===== src/rtl/rce_pkg.sv =====
package rce_pkg;
	localparam int unsigned RCE_CNT_W     = 24;
	localparam int unsigned RCE_ADDR_W    = 8;
	localparam int unsigned RCE_DATA_W    = 32;
	localparam int unsigned RCE_FLAG_W    = 3;
	// register offsets (byte addresses)
	localparam logic [7:0] RCE_OFS_CTRL   = 8'h00;
	localparam logic [7:0] RCE_OFS_CNT    = 8'h04;
	localparam logic [7:0] RCE_OFS_CMPA   = 8'h08;
	localparam logic [7:0] RCE_OFS_CMPB   = 8'h0C;
	localparam logic [7:0] RCE_OFS_FLAGS  = 8'h10;
	localparam logic [7:0] RCE_OFS_FSET   = 8'h14;
	localparam logic [7:0] RCE_OFS_FCLR   = 8'h18;
	localparam logic [7:0] RCE_OFS_IEN    = 8'h1C;
	localparam logic [7:0] RCE_OFS_BUSY   = 8'h24;
	// flag bit positions
	localparam int unsigned RCE_BIT_OVF   = 0;
	localparam int unsigned RCE_BIT_CMPA  = 1;
	localparam int unsigned RCE_BIT_CMPB  = 2;
	// control bit positions
	localparam int unsigned RCE_CTRL_EN   = 0;
	localparam int unsigned RCE_CTRL_TOPA = 2;
	localparam int unsigned RCE_CTRL_W    = 3;
	// reset values and the counter maximum
	localparam logic [23:0] RCE_CMP_RST   = 24'h000000;
	localparam logic [23:0] RCE_CNT_MAX   = 24'hFFFFFF;
	localparam logic [2:0]  RCE_FLAG_RST  = 3'h0;
	localparam logic [2:0]  RCE_CTRL_RST  = 3'h0;
	// asynchronous write path: cycles from write to value taking effect
	localparam int unsigned RCE_SYNC_CYC  = 2;
endpackage


===== src/rtl/rce_async_reg.sv =====
`timescale 1ns/1ps
// register behind the asynchronous write path: a write lands in a staging
// copy and takes effect after RCE_SYNC_CYC cycles; busy shows the wait
module rce_async_reg
	import rce_pkg::*;
#(
	parameter int unsigned W = 24,
	parameter logic [W-1:0] RST = '0
)(
	// clock and reset
	input  wire logic         mclk,
	input  wire logic         rstn,
	// write side
	input  wire logic         wr_en,
	input  wire logic [W-1:0] wr_data,
	// live value and busy flag
	output logic      [W-1:0] value_q,
	output logic              busy_q
);
	logic [W-1:0] stage_q;
	logic [1:0]   wait_q;

	always_ff @(posedge mclk)
	begin
		if (!rstn)
		begin
			stage_q <= RST;
			wait_q  <= 2'h0;
			busy_q  <= 1'b0;
			value_q <= RST;
		end
		else if (wr_en)
		begin
			stage_q <= wr_data;
			wait_q  <= 2'(RCE_SYNC_CYC - 1);
			busy_q  <= 1'b1;
		end
		else if (busy_q)
		begin
			if (wait_q == 2'h0)
			begin
				value_q <= stage_q;
				busy_q  <= 1'b0;
			end
			else
				wait_q <= wait_q - 2'h1;
		end
	end
endmodule // rce_async_reg


===== src/rtl/rce_top.sv =====
// The strobed register port was left to the implementer.
`timescale 1ns/1ps
module rce_top
	import rce_pkg::*;
(
	// clock and reset
	input  wire logic                  mclk,
	input  wire logic                  rstn,
	// register port
	input  wire logic [RCE_ADDR_W-1:0] reg_addr,
	input  wire logic [RCE_DATA_W-1:0] reg_wdata,
	input  wire logic                  reg_wr,
	input  wire logic                  reg_rd,
	output logic      [RCE_DATA_W-1:0] reg_rdata_q,
	// events
	output logic                       irq_q,
	output logic                       timer_start_q
);
	import rce_pkg::*;

	logic [RCE_CTRL_W-1:0] ctrl_q;
	logic [RCE_CNT_W-1:0]  counter_value_q;
	logic [RCE_CNT_W-1:0]  compare_value_a;
	logic [RCE_CNT_W-1:0]  compare_value_b;
	logic                  busy_a;
	logic                  busy_b;
	logic [RCE_FLAG_W-1:0] flags_q;
	logic [RCE_FLAG_W-1:0] flags_d;
	logic [RCE_FLAG_W-1:0] enable_q;
	logic [RCE_FLAG_W-1:0] enable_d;
	logic [RCE_FLAG_W-1:0] hw_set;
	logic [RCE_FLAG_W-1:0] sw_set;
	logic [RCE_FLAG_W-1:0] sw_clr;
	logic                  match_a;
	logic                  match_b;
	logic                  wrap_top;
	logic                  wr_cnt;

	function automatic logic hit(input logic [7:0] a, input logic [7:0] ofs);
		return a == ofs;
	endfunction

	// upper write-data bits are simply dropped; software keeps them zero
	assign wr_cnt = reg_wr && hit(reg_addr, RCE_OFS_CNT);

	always_ff @(posedge mclk)
	begin
		if (!rstn)
			ctrl_q <= RCE_CTRL_RST;
		else if (reg_wr && hit(reg_addr, RCE_OFS_CTRL))
			ctrl_q <= reg_wdata[RCE_CTRL_W-1:0];
	end

	rce_async_reg #(
		.W   (RCE_CNT_W),
		.RST (RCE_CMP_RST)
	) u_cmp_a (
		.mclk    (mclk),
		.rstn    (rstn),
		.wr_en   (reg_wr && hit(reg_addr, RCE_OFS_CMPA)),
		.wr_data (reg_wdata[RCE_CNT_W-1:0]),
		.value_q (compare_value_a),
		.busy_q  (busy_a)
	);

	rce_async_reg #(
		.W   (RCE_CNT_W),
		.RST (RCE_CMP_RST)
	) u_cmp_b (
		.mclk    (mclk),
		.rstn    (rstn),
		.wr_en   (reg_wr && hit(reg_addr, RCE_OFS_CMPB)),
		.wr_data (reg_wdata[RCE_CNT_W-1:0]),
		.value_q (compare_value_b),
		.busy_q  (busy_b)
	);

	assign match_a = ctrl_q[RCE_CTRL_EN] && (counter_value_q == compare_value_a);
	assign match_b = ctrl_q[RCE_CTRL_EN] && (counter_value_q == compare_value_b);

	// top is compare a when selected, else the full 24-bit range
	assign wrap_top = ctrl_q[RCE_CTRL_TOPA] ? match_a
		: (counter_value_q == RCE_CNT_MAX);

	// counter clears in the cycle after reaching top; disabled counter holds zero
	always_ff @(posedge mclk)
	begin
		if (!rstn)
			counter_value_q <= RCE_CMP_RST;
		else if (!ctrl_q[RCE_CTRL_EN])
			counter_value_q <= RCE_CMP_RST;
		else if (wr_cnt)
			counter_value_q <= reg_wdata[RCE_CNT_W-1:0];
		else if (wrap_top)
			counter_value_q <= RCE_CMP_RST;
		else
			counter_value_q <= counter_value_q + 24'h000001;
	end

	always_comb
	begin
		hw_set = 3'h0;
		hw_set[RCE_BIT_OVF]  = ctrl_q[RCE_CTRL_EN] && !wr_cnt
			&& (counter_value_q == RCE_CNT_MAX);
		hw_set[RCE_BIT_CMPA] = match_a;
		hw_set[RCE_BIT_CMPB] = match_b;
	end

	// only ones act; zeros leave flags alone
	assign sw_set = (reg_wr && hit(reg_addr, RCE_OFS_FSET))
		? reg_wdata[RCE_FLAG_W-1:0] : 3'h0;
	assign sw_clr = (reg_wr && hit(reg_addr, RCE_OFS_FCLR))
		? reg_wdata[RCE_FLAG_W-1:0] : 3'h0;

	// set wins over a clear in the same cycle so no event is lost
	assign flags_d = (flags_q & ~sw_clr) | hw_set | sw_set;

	assign enable_d = (reg_wr && hit(reg_addr, RCE_OFS_IEN))
		? reg_wdata[RCE_FLAG_W-1:0] : enable_q;

	always_ff @(posedge mclk)
	begin
		if (!rstn)
			flags_q <= RCE_FLAG_RST;
		else
			flags_q <= flags_d;
	end

	always_ff @(posedge mclk)
	begin
		if (!rstn)
			enable_q <= RCE_FLAG_RST;
		else
			enable_q <= enable_d;
	end

	// irq is built from next-state values so it moves in the same cycle as the
	// flags and enables; the timer start pulse still trails its match by one cycle
	always_ff @(posedge mclk)
	begin
		if (!rstn)
		begin
			irq_q         <= 1'b0;
			timer_start_q <= 1'b0;
		end
		else
		begin
			irq_q         <= |(flags_d & enable_d);
			timer_start_q <= match_b;
		end
	end

	// read data stands in the cycle after the read strobe only
	always_ff @(posedge mclk)
	begin
		if (!rstn)
			reg_rdata_q <= 32'h00000000;
		else if (reg_rd)
		begin
			case (reg_addr)
				RCE_OFS_CTRL:  reg_rdata_q <= {29'h0, ctrl_q};
				RCE_OFS_CNT:   reg_rdata_q <= {8'h00, counter_value_q};
				RCE_OFS_CMPA:  reg_rdata_q <= {8'h00, compare_value_a};
				RCE_OFS_CMPB:  reg_rdata_q <= {8'h00, compare_value_b};
				RCE_OFS_FLAGS: reg_rdata_q <= {29'h0, flags_q};
				RCE_OFS_IEN:   reg_rdata_q <= {29'h0, enable_q};
				RCE_OFS_BUSY:  reg_rdata_q <= {29'h0, busy_b, busy_a, 1'b0};
				default:       reg_rdata_q <= 32'h00000000;
			endcase
		end
		else
			reg_rdata_q <= 32'h00000000;
	end
endmodule // rce_top


===== config.mk =====
export PLATFORM = sky130hd
export DESIGN_NAME = rce_top
export DESIGN_NICKNAME = d
export VERILOG_FILES = /design/src/rtl/rce_pkg.sv /design/src/rtl/rce_async_reg.sv /design/src/rtl/rce_top.sv
export SDC_FILE = /design/constraint.sdc
export NUM_CORES = 1
export LEC_CHECK = 0
export CAP_MARGIN = 40
export CORE_MARGIN = 2
export CORE_UTILIZATION = 40
export CTS_CLUSTER_SIZE = 40
export DETAILED_ROUTE_END_ITERATION = 8
export DONT_BUFFER_PORTS = 1
export PLACE_DENSITY_LB_ADDON = 0.08
export REMOVE_ABC_BUFFERS = 1
export SLEW_MARGIN = 20
export SYNTH_ARGS = -nofsm -noshare
export SYNTH_HDL_FRONTEND = slang
export SYNTH_SLANG_ARGS = --single-unit

===== constraint.sdc =====
create_clock -name mclk -period 5.1 [get_ports mclk]
set_input_delay 1.275 -clock mclk [delete_from_list [all_inputs] [get_ports mclk]]
set_output_delay 1.275 -clock mclk [all_outputs]
set_load 0.01 [all_outputs]

Word level (Yosys, flattened, before mapping). Cells that the tools add are included.

Add/sub/neg operators: 3. Equal/unequal tests: 13. Multiplexer cells: 19. Bitwise logic cells: 10. Reductions and logical operators: 28.

Operator list (number): one-hot mux 24 bit (7 select lines) (1); equality test 24 bit (2); 2-to-1 mux 24 bit (2); equality test 8 x 5 -> 1 bit (second input constant) (4); adder 24 x 1 -> 24 bit (second input constant) (1); equality test 24 bit (second input constant) (1); equality test 8 x 4 -> 1 bit (second input constant) (2); 2-to-1 mux 1 bit (13); AND reduction 2 bit (6); logical AND 1 bit (11); 2-to-1 mux 3 bit (3); equality test 8 x 3 -> 1 bit (second input constant) (1); equality test 8 x 6 -> 1 bit (second input constant) (1); zero test 8 bit (1); bitwise AND 3 bit (2); bitwise OR 3 bit (2); AND reduction 3 bit (2); inverter 1 bit (5); zero test 2 bit (2); != test 2 x 1 -> 1 bit (second input constant) (2); nonzero test 2 bit (2); OR reduction 2 bit (2); subtractor 2 x 1 -> 2 bit (second input constant) (2); inverter 3 bit (1); 2 further kinds (2).

Register bits after elaboration: 169. Word-level logic and storage cells: 90.

Longest topological paths before layout.
Word-level depth: 9. Gate-level depth with buffers: 10. Gate-level depth less buffers: 7.

Modules after synthesis. Synthesis repeated with hierarchy kept, for this count alone.

Cells, all modules: 837. Area, all modules: 7666.1 µm².

Modules (own cells, without submodules): rce_async_reg (times used 2, cells each 197, area an instance 2024.4 µm²); rce_top (times used 1, cells each 443, area an instance 3617.2 µm²).

Least setup slack after synthesis. OpenSTA, ideal clock, no wires.

Path type: input -> register. Start point: input port reg_addr[7]. End point: register u_cmp_b.value_q[10]. Setup time: 116 ps. Data arrival time: 2859 ps. Path slack: 2125 ps. Stages: 9. Cells stage by stage: or4_1 > buf_2 > nor3_4 > nand3_4 > and3_1 > buf_2 > buf_2 > nand2_1 > a21boi_1.

Longest elaborated chain between the ends: 4.

Ends and longest elaborated chain: start, declared (line rce_top.sv:10) `input wire logic [RCE_ADDR_W-1:0] reg_addr,`; equality test 8 x 4 -> 1 bit (line rce_top.sv:40) `return a == ofs;`; logical AND 1 bit (line rce_top.sv:72) `.wr_en (reg_wr && hit(reg_addr, RCE_OFS_CMPB)),`; inverter 1 bit (no line); AND reduction 3 bit (no line); end signal, assigned (line rce_async_reg.sv:42) `value_q <= stage_q;`; end, declared (line rce_async_reg.sv:17) `output logic [W-1:0] value_q,`.

Every way passes these cells. A chain may end at the register's enable or synchronous reset.

Final worst setup path.
Start point: input port reg_addr[7]. End point: register u_cmp_b.value_q[0].

The elaborated chain is that of the path after synthesis.

==> results.md <==
- DP HPWL: 13800 um
- Hold endpoint: u_cmp_b.value_q[18]
- Site Rows: 50
- Hold path depth: 2
- Critical path capture point type: flop
- Syn Inst Count: 918
- RR Startpoint: counter_value_q[0]
- RSZ-0062 raised after global routing: false
- PD cells: 325 nW/um2
- Number of synthesized register bits: 161
- Gpl congestion: 0.829
- Synth area leaders: dfxtp_1 43%, nand2_1 12%, xnor2_1 7.2%, a21boi_0 6.6%, mux2i_1 3.6%
- TNS Setup: 0 ns
- H-tree Lvls: 4
- Reg2Reg Depth: 7
- # resized after CTS: 0
- Fin crit period: 3.22 ns
- Die area: 20000 um2
- Worst slew pin tran: 0.773 ns
- Post-Syn Area: 7540 um2
- ANT nets after route: 0
- Clk sink count: 161
- Sw Ratio: 20.4%
- First-pass GRT wire length: 32800 um
- EDFF count, synth: 0
- CTS tree: done
- Ys async rst share: 0%
- Yosys warns: 0
- Buffers on Ports: 0
- Setup violations, final: 0
- Root buf cell: clkbuf_16
- Gr usage total: 21.7%
- Max-capacitance violation count: 0
- R2R Path End: counter_value_q[23]
- Worst-Skew Late Latency: 0.44 ns
- Clock skew: 0.00814 ns
- Vias in the first global route: 5802
- Final #Nets: 921
- Critical path startpoint category: primary input
- Chip height: 141 um
- Comb power frac: 1.1%
- Die X: 141 um
- Ant diodes: 0
- Io pins: 78
- Slew Limit Fails: 0
- Sequential power share: 47.2%
- Total gr overflow: 0
- Worst endpoint data arrival time: 3.57 ns
- Yosys top cell area share: 42.8%
- Routed len/inst: 18.7 um
- CP max stage delay: 0.69 ns
- Clock-pin slew reported for the worst setup and hold paths after clock tree synthesis: 0.06 ns
- Largest net degree at the start of global routing: 118
- Worst Hold Launch: u_cmp_b.stage_q[18]
- P_leak: 2.59 nW
- Mean Syn Cell Area: 8.21 um2
- Cell Chain, Critical Path: or4_1 > nor3_4 > nand3_4 > nand3_2 > nand2_1 > a21boi_0
- Core Box Area: 18600 um2
- Slowest cell on the critical path: or4_1
- Worst min path class: reg2reg
- CP Data Required Time: 5.45 ns
- Hold Violations, Final: 0
- Part of the power in the clock network: 51.7%
- Via count: 5958
- DR iter-0 viols: 284
- Crit path max fanout: 27
- Sw Pwr: 0.544 mW
- Max Fclk: 0.311 GHz
- Sequential element share of the synthesized area: 42.8%
- CTS Hold Bufs: 0
- Worst Setup Path Type: in2reg
- Remaining DRCs: 0
- Area grow syn2layout: 8.75%
- Util after Layout: 44.1%
- Distinct cell type count after synthesis: 51
- Starting density of the core: 40.6%
- Worst IR Drop VDD: 0.000236 V
- Period utilisation layout: 63.1%
- Drt pass-1 iters: 4
- Outcome: complete, no violations
- Share of layout cells above drive strength 1: 6.20%
- # Post-CTS Setup Buffers: 0
- Longest Clk Path Bufs: 2
- Prevailing post-synth register cell: dfxtp_1
- Initial antenna violation count: 0
- Finished Layout Cells: 1121
- Max_slew headroom: 48.1%
- Vias per Instance: 5.31
- Setup slack, reg-to-reg: 2.29 ns
- # fillers: 1856
- P_int: 2.12 mW
- Final WL: 21000 um
- Area leader, netlist: dfxtp_1
- TritonCTS Buffers: 17
- Post-Place Cells: 1089
## layout by cell type, fill, tap and decap left out, types with 17 or more instances in the layout
master / Yosys / final
nand2_1: 244 / 244
dfxtp_1: 161 / 161
a21boi_0: 66 / 66
xnor2_1: 62 / 62
nor2_1: 59 / 58
a21boi_1: 35 / 35
a21oi_1: 27 / 27
mux2i_1: 27 / 27
nand3_1: 22 / 22
nand4_1: 19 / 19
clkbuf_16: 0 / 17
## state kept, by name, indices dropped and copies added (netlist names), 3 cells and up
signal and cells:
enable_q 3, counter_value_q 24, flags_q 3, u_cmp_b.stage_q 24, u_cmp_b.value_q 24, u_cmp_a.value_q 24, reg_rdata_q 24, u_cmp_a.stage_q 24
ctrl_q 3
## worst max path at each step
stage	start	endpoint	slack (ns)	cells after the start
after global placement	reg_addr[7]	counter_value_q[12]	1.45	5
after floorplan	reg_addr[7]	counter_value_q[12]	1.48	4
after CTS	reg_addr[7]	u_cmp_b.value_q[0]	1.84	6
after global routing	reg_addr[7]	u_cmp_b.value_q[0]	1.69	6
after detailed placement	reg_addr[7]	u_cmp_b.value_q[23]	1.43	6
final	reg_addr[7]	u_cmp_b.value_q[0]	1.88	6
## layout make-up
| type | count | area [um2] | share of cell area (%) |
|---|---|---|---|
| Clock buffer | 20 | 457 | 5.57 |
| Clock inverter | 12 | 180 | 2.20 |
| Inverter | 10 | 37.5 | 0.458 |
| Multi-Input combinational cell | 672 | 3910 | 47.6 |
| Sequential cell | 161 | 3220 | 39.3 |
| Tap cell | 234 | 293 | 3.57 |
| Timing Repair Buffer | 12 | 101 | 1.24 |
## critical path: cells and delay by family
kind | cells | cell delay (ns)
simple gates | 5 | 2.09
compound gates | 1 | 0.19
## metal layers
metal / share of wire (%) / track usage (%) / up-vias
met4: 2.1 / 6.68 / 0
li1: - / - / 2935
met2: 45 / 35.0 / 129
met3: 3.7 / 4.29 / 29
met1: 49 / 29.4 / 2865
met5: 0 / 0 / -
## cells in the mapped netlist, drive strengths merged (3+ instances only)
| cell | count |
|---|---|
| a21boi | 101 |
| a21oi | 27 |
| a22o | 4 |
| a41oi | 5 |
| and2 | 4 |
| and3 | 6 |
| and4 | 3 |
| buf | 48 |
| clkbuf | 34 |
| dfxtp | 161 |
| ha | 3 |
| inv | 10 |
| mux2i | 27 |
| nand2 | 244 |
| nand3 | 24 |
| nand4 | 20 |
| nor2 | 59 |
| nor2b | 9 |
| nor3 | 7 |
| nor3b | 4 |
| nor4 | 5 |
| o21ai | 15 |
| or2 | 3 |
| or4 | 3 |
| xnor2 | 62 |
| xor2 | 11 |
## power groups by stage
| stage | registers [mW] | clock network [mW] | logic (mW) |
|---|---|---|---|
| after floorplan | 1.29 | 0 | 0.0268 |
| after global placement | 1.29 | 0 | 0.0288 |
| after detailed placement | 1.29 | 0 | 0.0294 |
| after CTS | 1.26 | 1.41 | 0.0294 |
| after global routing | 1.26 | 1.47 | 0.0310 |
| final | 1.26 | 1.38 | 0.0294 |
## cell families after synthesis
kind of cell / after synthesis / synth area share (%)
other cells: 1 / 0.0498
buf+inv: 92 / 5.81
mux: 27 / 3.59
xor+xnor: 73 / 8.48
flops: 161 / 42.8
compound gates: 166 / 15.4
simple gates: 395 / 23.5
fa+ha+maj: 3 / 0.498
## stage by stage
| step | power [mW] | cell area (um2) | hold slack, ns | setup slack [ns] |
|---|---|---|---|---|
| final | 2.67 | 8200 | 0.449 | 1.88 |
| after global routing | 2.75 | 8200 | 0.468 | 1.69 |
| after CTS | 2.69 | 8200 | 0.452 | 1.84 |
| after detailed placement | 1.32 | 7560 | 0.443 | 1.43 |
| after global placement | 1.32 | 7530 | 0.434 | 1.45 |
| after floorplan | 1.31 | 7160 | 0.431 | 1.48 |
(Power assumes the default switching activity.)
